**src/uawk_pkg.sv**
```systemverilog
// Package of constants for the address-detect and wake-up qualifier
package uawk_pkg;
   // Register byte offsets
   localparam logic [7:0] CTRL_OFF   = 8'h00;
   localparam logic [7:0] STAT_OFF   = 8'h04;
   localparam logic [7:0] IRQ_ST_OFF = 8'h08;
   localparam logic [7:0] IRQ_MK_OFF = 8'h0C;
   localparam logic [7:0] COUNT_OFF  = 8'h10;
   // Control field positions
   localparam int CTL_ADDR_MATCH = 0;
   localparam int CTL_NINE_BIT   = 1;
   localparam int CTL_PARITY     = 2;
   localparam int CTL_UNIT_EN    = 3;
   localparam int CTL_RX_EN      = 4;
   localparam int CTL_RX_IRQ_EN  = 5;
   localparam int CTL_WAKE_EN    = 6;
   localparam int CTL_UART_IRQ   = 7;
   localparam int CTL_GLOBAL_IRQ = 8;
   localparam int CTL_WIDTH      = 9;
   // Event status bits
   localparam int EV_RX_DATA = 0;
   localparam int EV_ADDR    = 1;
   localparam int EV_WAKE    = 2;
   localparam int EV_WIDTH   = 3;
   // Reset values
   localparam logic [8:0] CTRL_RESET = 9'h000;
   localparam logic [2:0] MASK_RESET = 3'h7;
   // Recovery time after wake-up
   localparam int CLK_PERIOD_NS    = 10;
   localparam int RECOVERY_NS      = 1000;
   localparam int RECOVERY_CYCLES  = (RECOVERY_NS + CLK_PERIOD_NS - 1) / CLK_PERIOD_NS;
   // Wake sequencer states
   typedef enum logic [1:0] {
      UAWK_RUN     = 2'b00,
      UAWK_ASLEEP  = 2'b01,
      UAWK_RECOVER = 2'b11
   } uawk_state_t;
endpackage

```
**src/uawk_edge.sv**
```systemverilog
// Falling edge detector for the shared serial pin
`timescale 1ns/1ns
module uawk_edge (
   input  wire logic pclk,    // Clock
   input  wire logic presetn, // Async reset, active low
   input  wire logic enable,  // Detection enable
   input  wire logic pin,     // Pin level, synchronous
   output logic      fall     // One-cycle pulse on fall
);
   logic last;

   // Previous pin level, idle high
   always_ff @(posedge pclk or negedge presetn) begin
      if (!presetn) begin
         last <= 1'b1;
      end else begin
         last <= pin;
      end
   end

   assign fall = enable & last & ~pin;
endmodule

```
**src/uawk_top.sv**
```systemverilog
// Receive qualifier, pause, and pin wake-up logic with APB registers
// How it works
// - address mode: interrupt only when top bit set
// - top bit is ninth or eighth bit
// - top bit high marks an address word
// - mode off: interrupt on every data flag
// - uart_irq needs uart and global enables; the irq output needs only status and mask
// - stopped clock freezes the shifter, wake logic keeps running
// - sleep during receive holds progress
// - sleep leaves all registers unchanged
// - pin fall while clock off wakes
// - data during recovery is discarded
// - enables clear: wake only, no interrupt
// - wake interrupt waits for recovery end
// - data flag tracks held bytes count
// - wake and address share the request
//
// The APB register port and the register addresses were left to the implementer.
`timescale 1ns/1ns
module uawk_top #(
   parameter int RECOVERY = uawk_pkg::RECOVERY_CYCLES // Recovery cycles
) (
   input  wire logic        pclk,          // Clock
   input  wire logic        presetn,       // Async reset, active low
   input  wire logic        psel,          // APB select
   input  wire logic        penable,       // APB enable
   input  wire logic        pwrite,        // APB direction
   input  wire logic [7:0]  paddr,         // APB address
   input  wire logic [31:0] pwdata,        // APB write data
   output logic      [31:0] prdata,        // APB read data
   output logic             pready,        // APB ready
   output logic             pslverr,       // APB error
   input  wire logic        uart_clk_on,   // UART clock running
   input  wire logic        core_sleep,    // Core idle or sleep
   input  wire logic        clock_stable,  // System clock recovered
   input  wire logic        rxtx_pin,      // Shared serial pin
   input  wire logic        word_done,     // Shifter finished a word
   input  wire logic [8:0]  word_data,     // Received word
   input  wire logic        data_pop,      // Data register read
   output logic             shifter_run,   // Shifter may advance
   output logic             rx_accept,     // Shifter input not discarded
   output logic             wake_request,  // Wake to clock controller
   output logic             uart_irq,      // Interrupt to processor
   output logic             rx_data_available_flag, // Data held
   output logic             address_word,  // Last word was an address
   output logic             irq            // Masked sticky status level
);
   logic [uawk_pkg::CTL_WIDTH-1:0] ctrl;
   logic [uawk_pkg::EV_WIDTH-1:0]  status;
   logic [uawk_pkg::EV_WIDTH-1:0]  mask;
   logic [uawk_pkg::EV_WIDTH-1:0]  next_events;
   logic [2:0]                     count;
   logic [15:0]                    rec_cnt;
   uawk_pkg::uawk_state_t          state;
   logic                           pin_fall;
   logic                           top_bit;
   logic                           rx_event;
   logic                           wake_pend;
   logic                           wr;
   logic                           rd_status;
   logic                           active;
   logic                           addr_mode;
   logic                           enables_ok;
   logic                           wake_armed;

   assign addr_mode = ctrl[uawk_pkg::CTL_ADDR_MATCH];
   assign enables_ok = ctrl[uawk_pkg::CTL_UART_IRQ] & ctrl[uawk_pkg::CTL_GLOBAL_IRQ];
   assign wake_armed = ctrl[uawk_pkg::CTL_WAKE_EN] & ctrl[uawk_pkg::CTL_UNIT_EN]
                     & ctrl[uawk_pkg::CTL_RX_EN] & ctrl[uawk_pkg::CTL_RX_IRQ_EN];

   // Shifter advances only with clock and awake core
   assign active = uart_clk_on & ~core_sleep & (state == uawk_pkg::UAWK_RUN);
   assign shifter_run = active;
   assign rx_accept   = state == uawk_pkg::UAWK_RUN;

   // Qualifying top bit selection
   assign top_bit = ctrl[uawk_pkg::CTL_NINE_BIT] ? word_data[8] : word_data[7];

   // Pin fall detector, only armed while clock off
   uawk_edge u_edge (
      .pclk    (pclk),
      .presetn (presetn),
      .enable  (wake_armed & ~uart_clk_on & (state == uawk_pkg::UAWK_ASLEEP)),
      .pin     (rxtx_pin),
      .fall    (pin_fall)
   );

   // Wake sequencer
   always_ff @(posedge pclk or negedge presetn) begin
      if (!presetn) begin
         state <= uawk_pkg::UAWK_RUN;
      end else begin
         unique case (state)
            uawk_pkg::UAWK_RUN: begin
               if (!uart_clk_on) begin
                  state <= uawk_pkg::UAWK_ASLEEP;
               end
            end
            uawk_pkg::UAWK_ASLEEP: begin
               if (pin_fall) begin
                  state <= uawk_pkg::UAWK_RECOVER;
               end else if (uart_clk_on) begin
                  state <= uawk_pkg::UAWK_RUN;
               end
            end
            uawk_pkg::UAWK_RECOVER: begin
               if (clock_stable && rec_cnt == 16'(RECOVERY - 1) && uart_clk_on) begin
                  state <= uawk_pkg::UAWK_RUN;
               end
            end
            default: begin
               state <= uawk_pkg::UAWK_RUN;
            end
         endcase
      end
   end

   // Recovery counter
   always_ff @(posedge pclk or negedge presetn) begin
      if (!presetn) begin
         rec_cnt <= 16'h0000;
      end else if (state != uawk_pkg::UAWK_RECOVER) begin
         rec_cnt <= 16'h0000;
      end else if (clock_stable && rec_cnt != 16'(RECOVERY - 1)) begin
         rec_cnt <= rec_cnt + 16'h0001;
      end
   end

   // Wake request held until recovery ends
   assign wake_request = state == uawk_pkg::UAWK_RECOVER;

   // Pending wake interrupt, delivered after recovery
   always_ff @(posedge pclk or negedge presetn) begin
      if (!presetn) begin
         wake_pend <= 1'b0;
      end else if (pin_fall) begin
         wake_pend <= 1'b1;
      end else if (state == uawk_pkg::UAWK_RUN) begin
         wake_pend <= 1'b0;
      end
   end

   // Words count only while running and not discarded
   assign rx_event = word_done & active;

   // Held byte count, registers untouched by sleep
   always_ff @(posedge pclk or negedge presetn) begin
      if (!presetn) begin
         count <= 3'h0;
      end else if (rx_event && !(data_pop && count != 3'h0)) begin
         if (count != 3'h4) begin
            count <= count + 3'h1;
         end
      end else if (data_pop && !rx_event && count != 3'h0) begin
         count <= count - 3'h1;
      end
   end
   assign rx_data_available_flag = count != 3'h0;

   // Address word marker
   always_ff @(posedge pclk or negedge presetn) begin
      if (!presetn) begin
         address_word <= 1'b0;
      end else if (rx_event) begin
         address_word <= addr_mode & top_bit;
      end
   end

   // Events this cycle
   always_comb begin
      next_events = '0;
      next_events[uawk_pkg::EV_RX_DATA] = rx_event & (~addr_mode | top_bit);
      next_events[uawk_pkg::EV_ADDR]    = rx_event & addr_mode & top_bit;
      next_events[uawk_pkg::EV_WAKE]    = wake_pend & (state == uawk_pkg::UAWK_RUN);
   end

   // Shared request needs source, uart and global enables
   always_ff @(posedge pclk or negedge presetn) begin
      if (!presetn) begin
         uart_irq <= 1'b0;
      end else begin
         uart_irq <= enables_ok & (
            (next_events[uawk_pkg::EV_RX_DATA] & ctrl[uawk_pkg::CTL_RX_IRQ_EN]) |
            next_events[uawk_pkg::EV_WAKE]);
      end
   end

   // APB strobes, zero wait states
   assign wr        = psel & penable & pwrite;
   assign rd_status = psel & ~pwrite;
   assign pready    = 1'b1;
   assign pslverr   = 1'b0;

   // Control and mask registers
   always_ff @(posedge pclk or negedge presetn) begin
      if (!presetn) begin
         ctrl <= uawk_pkg::CTRL_RESET;
         mask <= uawk_pkg::MASK_RESET;
      end else if (wr) begin
         if (paddr == uawk_pkg::CTRL_OFF) begin
            ctrl <= pwdata[uawk_pkg::CTL_WIDTH-1:0];
         end
         if (paddr == uawk_pkg::IRQ_MK_OFF) begin
            mask <= pwdata[uawk_pkg::EV_WIDTH-1:0];
         end
      end
   end

   // Sticky status, set wins over write-one clear
   always_ff @(posedge pclk or negedge presetn) begin
      if (!presetn) begin
         status <= '0;
      end else if (wr && paddr == uawk_pkg::IRQ_ST_OFF) begin
         status <= (status & ~pwdata[uawk_pkg::EV_WIDTH-1:0]) | next_events;
      end else begin
         status <= status | next_events;
      end
   end
   assign irq = |(status & mask);

   // Read data
   always_ff @(posedge pclk or negedge presetn) begin
      if (!presetn) begin
         prdata <= 32'h0000_0000;
      end else if (rd_status && !penable) begin
         unique case (paddr)
            uawk_pkg::CTRL_OFF:   prdata <= {23'h0, ctrl};
            uawk_pkg::STAT_OFF:   prdata <= {28'h0, address_word, state == uawk_pkg::UAWK_RECOVER,
                                             state == uawk_pkg::UAWK_ASLEEP,
                                             rx_data_available_flag};
            uawk_pkg::IRQ_ST_OFF: prdata <= {29'h0, status};
            uawk_pkg::IRQ_MK_OFF: prdata <= {29'h0, mask};
            uawk_pkg::COUNT_OFF:  prdata <= {29'h0, count};
            default:              prdata <= 32'h0000_0000;
         endcase
      end
   end

   // Checks
   top_bit_gate_a: assert property (@(posedge pclk) disable iff (!presetn)
      (rx_event && addr_mode && !top_bit) |-> !next_events[uawk_pkg::EV_RX_DATA])
      else $error("address mode passed data word");
   every_word_a: assert property (@(posedge pclk) disable iff (!presetn)
      (rx_event && !addr_mode) |=> status[uawk_pkg::EV_RX_DATA])
      else $error("data event lost");
   irq_enables_a: assert property (@(posedge pclk) disable iff (!presetn)
      uart_irq |-> $past(enables_ok))
      else $error("irq without enables");
   shifter_freeze_a: assert property (@(posedge pclk) disable iff (!presetn)
      !uart_clk_on |-> !shifter_run)
      else $error("shifter runs without clock");
   recover_discard_a: assert property (@(posedge pclk) disable iff (!presetn)
      (state == uawk_pkg::UAWK_RECOVER && word_done) |=> $stable(count))
      else $error("word kept during recovery");
   wake_enter_a: assert property (@(posedge pclk) disable iff (!presetn)
      pin_fall |=> state == uawk_pkg::UAWK_RECOVER)
      else $error("fall did not wake");
   wake_late_a: assert property (@(posedge pclk) disable iff (!presetn)
      (state == uawk_pkg::UAWK_RECOVER) |-> !uart_irq)
      else $error("irq before recovery end");
   flag_count_a: assert property (@(posedge pclk) disable iff (!presetn)
      (rx_event && count == 3'h0 && !data_pop) |=> rx_data_available_flag)
      else $error("flag not set");
   nine_bit_a: assert property (@(posedge pclk) disable iff (!presetn)
      (rx_event && addr_mode && ctrl[uawk_pkg::CTL_NINE_BIT])
         |-> next_events[uawk_pkg::EV_RX_DATA] == word_data[8])
      else $error("ninth bit not qualifying");
   eight_bit_a: assert property (@(posedge pclk) disable iff (!presetn)
      (rx_event && addr_mode && !ctrl[uawk_pkg::CTL_NINE_BIT])
         |-> next_events[uawk_pkg::EV_RX_DATA] == word_data[7])
      else $error("eighth bit not qualifying");
   addr_word_a: assert property (@(posedge pclk) disable iff (!presetn)
      (rx_event && addr_mode && top_bit) |=> address_word && status[uawk_pkg::EV_ADDR])
      else $error("address word not marked");
   wake_irq_a: assert property (@(posedge pclk) disable iff (!presetn)
      (next_events[uawk_pkg::EV_WAKE] && enables_ok) |=> uart_irq)
      else $error("wake interrupt lost");
   quiet_wake_a: assert property (@(posedge pclk) disable iff (!presetn)
      (next_events[uawk_pkg::EV_WAKE] && !enables_ok) |=> !uart_irq)
      else $error("interrupt with enables clear");
   sleep_regs_a: assert property (@(posedge pclk) disable iff (!presetn)
      (core_sleep && !wr && !data_pop) |=> $stable(ctrl) && $stable(mask) && $stable(count))
      else $error("register changed in sleep");
   recover_hold_a: assert property (@(posedge pclk) disable iff (!presetn)
      (state == uawk_pkg::UAWK_RECOVER && !clock_stable) |=> state == uawk_pkg::UAWK_RECOVER)
      else $error("recovery ended without stable clock");
   clock_drop_a: assert property (@(posedge pclk) disable iff (!presetn)
      (!uart_clk_on && word_done && !data_pop) |=> $stable(count))
      else $error("word taken without clock");
   flag_clear_a: assert property (@(posedge pclk) disable iff (!presetn)
      (count == 3'h1 && data_pop && !rx_event) |=> !rx_data_available_flag)
      else $error("flag not cleared");

   // Scenario covers
   cv_addr_c: cover property (@(posedge pclk) disable iff (!presetn)
      rx_event && addr_mode && top_bit);
   cv_wake_c: cover property (@(posedge pclk) disable iff (!presetn)
      next_events[uawk_pkg::EV_WAKE] && enables_ok);
   cv_irq_c: cover property (@(posedge pclk) disable iff (!presetn) irq);
   cv_quiet_c: cover property (@(posedge pclk) disable iff (!presetn)
      next_events[uawk_pkg::EV_WAKE] && !enables_ok);
   cv_nine_c: cover property (@(posedge pclk) disable iff (!presetn)
      rx_event && addr_mode && ctrl[uawk_pkg::CTL_NINE_BIT] && word_data[8]);
endmodule

```
**config.mk**
```make
export PLATFORM = sky130hd
export DESIGN_NAME = uawk_top
export DESIGN_NICKNAME = d
export VERILOG_FILES = /design/src/uawk_pkg.sv /design/src/uawk_edge.sv /design/src/uawk_top.sv
export SDC_FILE = /design/constraint.sdc
export NUM_CORES = 1
export LEC_CHECK = 0
export BUFFER_PORTS_ARGS = -buffer_cell sky130_fd_sc_hd__buf_2
export CORE_ASPECT_RATIO = 1.5
export CORE_MARGIN = 4
export CORE_UTILIZATION = 35
export DETAILED_ROUTE_END_ITERATION = 10
export GPL_TIMING_DRIVEN = 1
export PLACE_DENSITY = 0.65
export SYNTH_ARGS = -nofsm -noshare
export SYNTH_HDL_FRONTEND = slang
export SYNTH_SLANG_ARGS = --single-unit
```
**constraint.sdc**
```tcl
create_clock -name pclk -period 5.1 [get_ports pclk]
set_clock_uncertainty 0.05 [all_clocks]
set_input_delay 0.51 -clock pclk [delete_from_list [all_inputs] [get_ports pclk]]
set_output_delay 0.51 -clock pclk [all_outputs]
set_load 0.005 [all_outputs]
```
==> summary.txt, run 1 <==
Logic synthesis
  – Count leader, synth: dfrtp_1
  – Yosys top cell area share: 0.405
  – Syn avg cell area: about 9.9 µm²
  – Primary FF master, synth: dfrtp_1
  – Mapped Cells: 280
  – Post-synthesis sequential area ratio: 0.443
  – Synth top cells by count: 45 x dfrtp_1, 26 x buf_4, 26 x nand2_1, 19 x nor2_1, 16 x a21oi_1
  – Top post-synthesis cells by area: dfrtp_1 41%, buf_4 7.0%, mux2_2 5.3%, dfstp_2 3.8%, nand2_1 3.5%
  – EDFF count, synth: 0
  – Netlist cell types: 54
  – Post-synth ARST share: 1.00
  – Post-synth top area cell: dfrtp_1
  – YS warnings: 0
  – Post-Syn Area: 2780 µm²
  – Number of synthesized register bits: 49

Cells and area
  – Antenna Cells: 0
  – Non-Filler Instances: 423
  – Layout area overhead: 13.2%
  – Fillers: ~770
  – Share of layout cells above drive strength 1: 0.274
  – Design area: approximately 3100 µm²
  – Area of the multi-input gates: about 1400 µm²
  – Final net count: ~380
  – Reg area: about 1200 µm²

Place
  – Inst Count DP: 415
  – I/O Buffers: 45
  – Routability cong.: slightly below 0.8
  – DP HPWL: 4700 µm
  – Placed Area: between 2000 and 3000 µm²

Power and ir drop
  – Clock network power share: 0.369
  – Sw power: approximately 260 µW
  – Combinational fraction of design power: 0.156
  – Reg power frac: 0.474
  – Cell-internal power: 666 µW
  – Peak VDD IR: between 150 and 200 µV
  – Pwr Total: slightly above 900 µW
  – PwrDens: just under 300 nW/µm²
  – LEAKAGE: roughly 0.0015 µW
  – Switch share: 0.281

Worst setup path
  – Crit Path Max Fanout: 8
  – Worst-path cell chain: or4b_4 -> inv_1 -> and2_1 -> nand2_1 -> fa_1 -> o221a_2 -> o221a_2
  – Startpoint types: flop
  – Critical path data required time: around 5.2 ns
  – Worst setup path class: flop to flop
  – CP Capture Type: flop
  – CP dominant cell by count: o221a_2
  – Critical path's slowest cell: or4b_4
  – CP arrival: 2.77 ns
  – Largest stage delay on the critical path: a little under 0.6 ns

Clock network
  – CTS Buf Count: 5
  – Post_cts resized: 0
  – Longest Clk Path Bufs: 2
  – CTS tree: built
  – H-tree levels: 2
  – Number of clock sinks: a little under 50
  – Hold_buf cts: 0
  – Worst-path clk slew: roughly 0.070 ns
  – Root buffer cell: clkbuf_16
  – Skew-Pair Late Insertion Delay: around 0.29 ns
  – Post-CTS setup buffer count: 0

Die
  – Core ar.: around 7700 µm²
  – Die width: slightly above 80 µm
  – Initial Util: 0.363
  – I/O Pins: between 100 and 150
  – Die area: roughly 9500 µm²
  – Num rows: 39
  – Vert. Die Dim: about 120 µm

Global routing
  – First-pass GRT wire length: around 10000 µm
  – Most used routing layer: met2
  – Vias in the first global route: a little over 2000
  – GRT overflow: 0
  – GR Util met1: 0.156
  – Global-route met2 utilization: 0.250
  – GRT Resource Usage Total: 0.137
  – Largest net degree at the start of global routing: 50
  – Initial antenna violation count: 0
  – Met3 GRT Util: 0.0253

Drt
  – Vias: 2143
  – Vias per inst: 5.07
  – TritonRoute pass-1 iters: 4
  – Wirelength per Cell: about 15 µm
  – DRC violations left: 0
  – Total wire length: 6140 µm
  – DRT iter0 DRCs: 90
  – Final ANT Viol Nets: 0

Timing
  – Final Hold Viols: 0
  – Final setup violation count: 0
  – TNS Setup: 0 ns
  – Crit path time final: around 2.6 ns
  – Fmax: about 380 MHz
  – Slew @ Worst Pin: roughly 0.61 ns
  – RSZ-0062 raised after global routing: no
  – Final Max Slew Viols: 0
  – Final worst-path cycle share: 0.517
  – Rel. slew slack: 0.595

Hold path
  – Min-Delay Path Class: primary input to asynchronous set/reset pin

Run status
  – Status: completed

Job
  – # Max-Cap Violations: 0
## layout make-up
cell class / count / area share
clock buffers: 5 / 0.0398
inverters: 6 / 0.00716
flip-flops and latches: 49 / 0.391
multi-input cells: 212 / 0.438
clock inverters: 3 / 0.00915
well taps: 102 / 0.0406
repair buffers: 46 / 0.0740
## final timing paths
kind	startpoint	cells past startpoint	slack, ns	end
min in group pclk	rxtx_pin	1	0.27	u_edge.last
worst max register to register	state[0]	7	2.47	count[1]
max in group asynchronous	presetn	2	4.33	rec_cnt[0]
worst min-delay path	presetn	2	0.26	rec_cnt[8]
worst max-delay path	state[0]	7	2.47	count[1]
worst min register to register	prdata[3]	1	0.45	prdata[3]
## state kept, by name, indices dropped and copies added (netlist names)
signal        count
mask              3
address_word      1
prdata            9
wake_pend         1
u_edge.last       1
uart_irq          1
count             3
status            3
state             2
rec_cnt          16
ctrl              9
## cell families (layout without fill, tap and decap cells)
logic type	count (synthesis)	after routing	synth area share
AOI/OAI and AO/OA	51	51	0.132
other	2	25	0.00270
buffers and inverters	42	60	0.0919
adders and majority gates	2	2	0.0117
muxes	17	17	0.0671
DFF	49	49	0.443
and+or+nand+nor	108	108	0.223
xor gates and xnor gates	9	9	0.0284
## layout by cell type (no fill, tap or decap), types with 6 or more instances in the layout
master	count
dfrtp_1	45
nor2_1	19
a22o_1	7
a21oi_1	16
mux2_2	13
nand4_1	6
nand3_1	10
nor3_1	8
conb_1	25
buf_2	45
nand2_1	26
o21ai_0	6
## worst max-delay path: cells and delay by family, from the launching register on
family | cells | cell delay (ns)
DFF | 1 | 0.42
and+or+nand+nor | 3 | 1.03
buffers and inverters | 1 | 0.15
adders and majority gates | 1 | 0.48
AOI/OAI and AO/OA | 2 | 0.40
## power by group through the flow
stage | clock network (µW) | logic (µW) | registers (µW)
floorplan | 0 | 125 | 429
global placement | 0 | 142 | 447
detailed placement | 0 | 145 | 447
CTS | 353 | 146 | 439
global route | 371 | 168 | 444
finish | 342 | 145 | 439
## routing by layer
layer	part of all wire	wire length, µm
met5	0	0
met4	0.022	138
met2	0.54	3320
met3	0.039	240
met1	0.40	2440
## metrics by stage
stage	util	setup WS, ns	hold WS (ns)
floorplan	-	2.67	0.164
finish	0.411	2.47	0.259
global placement	0.391	2.34	0.433
global route	0.411	2.34	0.264
detailed placement	0.391	2.36	0.437
CTS	0.411	2.47	0.267
No activity file was read; power rests on OpenSTA's default activity.
==> run 2: changes to the inputs <==
Settings changed: ABC_AREA from default to 1, PLACE_DENSITY 0.65 to 0.66.
Clock period 5.1 ns to 2.2 ns, I/O delays scaled along.
==> summary.txt, run 2 <==
Worst setup path
  – CP arrival: 2.02 ns
  – Largest stage delay on the critical path: 0.46 ns
  – Critical path data required time: about 2.3 ns
  – CP Capture Type: flop
  – CP dominant cell by count: nand2_1
  – Critical path's slowest cell: dfrtp_1
  – Worst-path cell chain: nor2_1 -> nand2_1 -> nand2_1 -> nand3_1 -> fa_1 -> inv_1 -> nand2_1 -> nand2_1 -> nand2_1 -> nand2_1 -> nand2_1
  – Buf/Inv on CP: 1
  – Startpoint types: flop
  – Worst setup path class: flop to flop
  – Crit Path Max Fanout: 4
  – Delay-heaviest family, CP: simple AND/OR/NAND/NOR gates

Clock network
  – Number of clock sinks: ~50
  – CTS tree: built
  – H-tree levels: 2
  – Longest Clk Path Bufs: 2
  – Worst-path clk slew: around 0.07 ns
  – Root buffer cell: clkbuf_16
  – Post_cts resized: 0
  – CTS Buf Count: 5
  – Skew-Pair Late Insertion Delay: 0.28 ns

Power and ir drop
  – Switch share: 0.275
  – PwrDens: between 500 and 600 nW/µm²
  – Cell-internal power: about 1500 µW
  – LEAKAGE: between 0.0015 and 0.002 µW
  – Reg power frac: 0.487
  – Combinational fraction of design power: 0.145
  – Peak VDD IR: around 290 µV
  – Clock network power share: 0.368
  – Sw power: between 500 and 600 µW

Logic synthesis
  – Mapped Cells: around 420
  – Yosys top cell area share: 0.374
  – Post-Syn Area: between 3000 and 4000 µm²
  – Synth top cells by count: 121 x nand2_1, 53 x nor2_1, 46 x nand3_1, 45 x dfrtp_1, 39 x inv_1
  – Netlist cell types: 31
  – Post-synthesis sequential area ratio: 0.408
  – Count leader, synth: nand2_1
  – Syn avg cell area: just over 7 µm²
  – Top post-synthesis cells by area: dfrtp_1 37%, nand2_1 15%, nand3_1 7.6%, nor2_1 6.6%, buf_4 6.2%
  – EDFF count, synth: 0
  – Primary FF master, synth: dfrtp_1
  – Post-synth top area cell: dfrtp_1
  – Post-synth ARST share: 1.00
  – Number of synthesized register bits: slightly below 50
  – YS warnings: 0

Place
  – Placed Area: 3260 µm²
  – Pre-CTS setup slack: between 0.3 and 0.4 ns
  – I/O Buffers: 45
  – DP HPWL: roughly 5500 µm
  – Inst Count DP: ~560
  – Routability cong.: between 0.8 and 0.9

Cells and area
  – Largest register by flop count: rec_cnt
  – Post-layout util: 0.407
  – Largest register FFs: 16
  – Area of the multi-input gates: ~1500 µm²
  – Layout area overhead: 13.6%
  – Most frequent cells in the layout: 121 x nand2_1, 53 x nor2_1, 46 x nand3_1
  – Antenna Cells: 0
  – Reg area: roughly 1200 µm²
  – Non-Filler Instances: 574
  – Final net count: ~530
  – Top flop regs: rec_cnt (16), ctrl (9), prdata (9)
  – Share of layout cells above drive strength 1: 0.184
  – Fillers: between 900 and 1000
  – Most common cell after layout, fill and taps aside: nand2_1
  – Design area: 3420 µm²

Global routing
  – Vias in the first global route: between 2000 and 3000
  – Most used routing layer: met2
  – Global-route met2 utilization: 0.270
  – GR Util met1: 0.155
  – Initial antenna violation count: 0
  – Met3 GRT Util: 0.0264
  – GRT overflow: 0
  – Largest net degree at the start of global routing: 23
  – First-pass GRT wire length: roughly 12000 µm
  – GRT Resource Usage Total: 0.141

Timing
  – TNS Setup: 0 ns
  – Final setup violation count: 0
  – Final Hold Viols: 0
  – Rel. slew slack: 0.638
  – Slew @ Worst Pin: roughly 0.54 ns
  – Final worst-path cycle share: 0.857
  – Fmax: 530 MHz
  – Final Max Slew Viols: 0
  – RSZ-0062 raised after global routing: no
  – Fin worst setup slack: 0.314 ns
  – Crit path time final: ~1.9 ns

Die
  – Initial Util: 0.358
  – I/O Pins: 101
  – Die area: 10200 µm²
  – Num rows: ~40
  – Core ar.: around 8400 µm²
  – Die width: approximately 84 µm
  – Vert. Die Dim: between 100 and 150 µm

Hold path
  – Min-Delay Path Class: primary input to flop

Drt
  – DRC violations left: 0
  – Wirelength per Cell: between 10 and 15 µm
  – Total wire length: roughly 6900 µm
  – TritonRoute pass-1 iters: 5
  – Vias per inst: between 4 and 5
  – Final ANT Viol Nets: 0
  – Vias: approximately 2700
  – DRT iter0 DRCs: 100

Job
  – # Max-Cap Violations: 0

Run status
  – Status: completed
==> run 2: kinds of logic after synthesis <==
family / share of synthesized area
AND/OR/NAND/NOR: 0.367
buffers and inverters: 0.128
flip-flops: 0.408
AO/OA/AOI/OAI: 0.0664
XOR/XNOR: 0.0174
adder cells (fa/ha/maj): 0.0108
other: 0.00249
==> run 2: area by class of cell <==
class                      count  area share
clock buffer                   5      0.0365
clock inverter                 3     0.00621
inverter                      43      0.0471
multi-input combinational    317       0.433
sequential                    49       0.360
tap                          107      0.0391
timing repair buffer          50      0.0782
==> run 2: path summary, 6_finish.rpt <==
check	cells after the start	startpoint	slack (ns)	end
setup reg to reg	11	count[0]	0.31	count[2]
setup / recovery	11	count[0]	0.31	count[2]
min in group asynchronous	2	presetn	0.40	ctrl[6]
hold / removal	3	pwdata[8]	0.12	ctrl[8]
max in group asynchronous	3	presetn	1.02	mask[1]
hold reg to reg	2	prdata[7]	0.43	prdata[7]
==> run 2: timing repair <==
action,in CTS,in global routing
buffers inserted,0,0
hold buffers,2,0
setup endpoints to repair,0,0
hold endpoints to repair,20,0
==> run 2: per-stage QoR <==
stage / hold WS [ns] / total power [µW]
final: 0.120 / 2050
after global routing: 0.128 / 2180
after CTS: 0.120 / 2070
after detailed placement: 0.187 / 1310
after global placement: 0.170 / 1300
after floorplan: -0.126 / 1220
==> run 2: power groups by stage <==
stage / Clock, µW / Sequential, µW / Combinational, µW
6_report: 756 / 1000 / 297
5_1_grt: 824 / 1010 / 351
3_3_place_gp: 0 / 1010 / 283
2_1_floorplan: 0 / 1010 / 214
3_5_place_dp: 0 / 1020 / 298
4_1_cts: 772 / 1000 / 302
==> run 2: worst reg2reg max path: cells and delay by family (launching register included) <==
kind                     cells  cell delay, ns
flip-flops                   1            0.46
adder cells (fa/ha/maj)      1            0.40
buffers and inverters        1            0.06
AND/OR/NAND/NOR              9            0.82
==> run 2: layer usage <==
metal | wire [µm] | vias up
met1 | 2720 | 1238
met2 | 3730 | 65
met4 | 145 | 0
met3 | 353 | 12
li1 | - | 1384
met5 | 0 | -
==> run 3: changes to the inputs <==
Settings changed: CORE_UTILIZATION 35 to 46, PLACE_DENSITY 0.66 to 0.82.
==> summary.txt, run 3 (synthesis gave the netlist of run 2 again) <==
Cells and area
  – Layout area overhead: 10.5%
  – Final net count: 528
  – Reg area: between 1000 and 1500 µm²
  – Top flop regs: rec_cnt (16), ctrl (9), prdata (9)
  – Largest register by flop count: rec_cnt
  – Area of the multi-input gates: 1480 µm²
  – Largest register FFs: 16
  – Share of layout cells above drive strength 1: 0.184
  – Most common cell after layout, fill and taps aside: nand2_1
  – Fillers: slightly below 600
  – Post-layout util: 0.532
  – Most frequent cells in the layout: 121 x nand2_1, 53 x nor2_1, 46 x nand3_1
  – Antenna Cells: 0

Worst setup path
  – CP Capture Type: flop
  – CP dominant cell by count: nand2_1
  – CP arrival: roughly 2.1 ns
  – Largest stage delay on the critical path: approximately 0.44 ns
  – Startpoint types: flop
  – Delay-heaviest family, CP: simple AND/OR/NAND/NOR gates
  – Worst setup path class: flop to flop
  – Critical path data required time: approximately 2.4 ns
  – Crit Path Max Fanout: 4
  – Critical path's slowest cell: dfrtp_1
  – Worst-path cell chain: nor2_1 -> nand2_1 -> nand2_1 -> nand3_1 -> fa_1 -> inv_1 -> nand2_1 -> nand2_1 -> nand2_1 -> nand2_1 -> nand2_1
  – Buf/Inv on CP: 1

Clock network
  – CTS Buf Count: 5
  – CTS tree: built
  – Number of clock sinks: ~50
  – Skew-Pair Late Insertion Delay: roughly 0.31 ns
  – Post_cts resized: 0
  – Worst-path clk slew: approximately 0.10 ns
  – Root buffer cell: clkbuf_8
  – Hold_buf cts: 2
  – Longest Clk Path Bufs: 2
  – H-tree levels: 2
  – Post-CTS setup buffer count: 0

Run status
  – Status: completed

Timing
  – Final Max Slew Viols: 0
  – RSZ-0062 raised after global routing: no
  – Fmax: 527 MHz
  – TNS Setup: 0 ns
  – Slew @ Worst Pin: slightly above 0.5 ns
  – Final worst-path cycle share: 0.863
  – Rel. slew slack: 0.661
  – Fin worst setup slack: just over 0.3 ns
  – Final Hold Viols: 0
  – Crit path time final: roughly 1.9 ns
  – Final setup violation count: 0

Drt
  – TritonRoute pass-1 iters: 5
  – DRC violations left: 0
  – Wirelength per Cell: 12.6 µm
  – DRT iter0 DRCs: roughly 150
  – Total wire length: about 7000 µm
  – Vias per inst: about 5.1
  – Final ANT Viol Nets: 0
  – Vias: 2745

Die
  – Die width: 74.1 µm
  – Core ar.: about 6300 µm²
  – I/O Pins: around 100
  – Initial Util: 0.481
  – Vert. Die Dim: around 110 µm
  – Num rows: 35
  – Die area: between 7000 and 8000 µm²

Power and ir drop
  – PwrDens: 558 nW/µm²
  – LEAKAGE: about 0.0017 µW
  – Peak VDD IR: 339 µV

Place
  – I/O Buffers: 45
  – Routability cong.: between 0.9 and 1
  – DP HPWL: approximately 5300 µm
  – Pre-CTS setup slack: about 0.33 ns

Hold path
  – Min-Delay Path Class: primary input to flop

Global routing
  – First-pass GRT wire length: roughly 11000 µm
  – GRT Resource Usage Total: 0.182
  – Initial antenna violation count: 0
  – Vias in the first global route: between 2000 and 3000
  – GR Util met1: 0.204
  – Largest net degree at the start of global routing: 19
  – Most used routing layer: met2
  – Global-route met2 utilization: 0.323
  – Met3 GRT Util: 0.0328
  – GRT overflow: 0

Job
  – # Max-Cap Violations: 0
==> run 3: cell count changes in the layout (fill, tap and decap cells not counted), sizes merged <==
cell	before	now
clkinv	1	0
clkinvlp	1	2
==> run 3: metrics by stage <==
stage	total power, µW	instances	instance area [µm²]	hold WS [ns]
3_3_place_gp	1290	531	3220	0.140
2_1_floorplan	1220	439	3100	-0.126
3_5_place_dp	1310	531	3220	0.148
5_1_grt	1960	541	3330	0.0895
4_1_cts	1880	541	3330	0.0846
6_report	1860	541	3330	0.0945
==> run 3: cell type report <==
cell class | count | share of cell area
tap | 74 | 0.0278
timing repair buffer | 50 | 0.0804
sequential | 49 | 0.370
clock buffer | 5 | 0.0207
multi-input combinational | 317 | 0.445
clock inverter | 3 | 0.00789
inverter | 43 | 0.0484
==> run 3: path summary, 6_finish.rpt <==
path                       startpoint          end  slack (ns)  depth (start not counted)
max in group asynchronous     presetn  u_edge.last        1.11                          3
max reg2reg                  count[0]     count[2]        0.30                         11
min reg2reg                 prdata[3]    prdata[3]        0.44                          2
min                         pwdata[3]      ctrl[3]        0.09                          3
min in group asynchronous     presetn    prdata[0]        0.33                          2
max                          count[0]     count[2]        0.30                         11
==> run 3: power by group <==
part	total [µW]	switching [µW]	internal [µW]
clock	565	334	232
combinational	297	181	116
sequential	997	47.7	949
==> run 3: worst register-to-register path, delay by kind of cell (launching register included) <==
family	cells	cell delay [ns]
buf+inv	1	0.07
simple gates	9	0.83
flops	1	0.44
fa+ha+maj	1	0.40
==> run 3: routing by layer <==
layer	wire length (µm)	up-vias
met5	0	-
met4	184	0
met3	376	14
met2	3590	81
met1	2660	1279
li1	-	1371
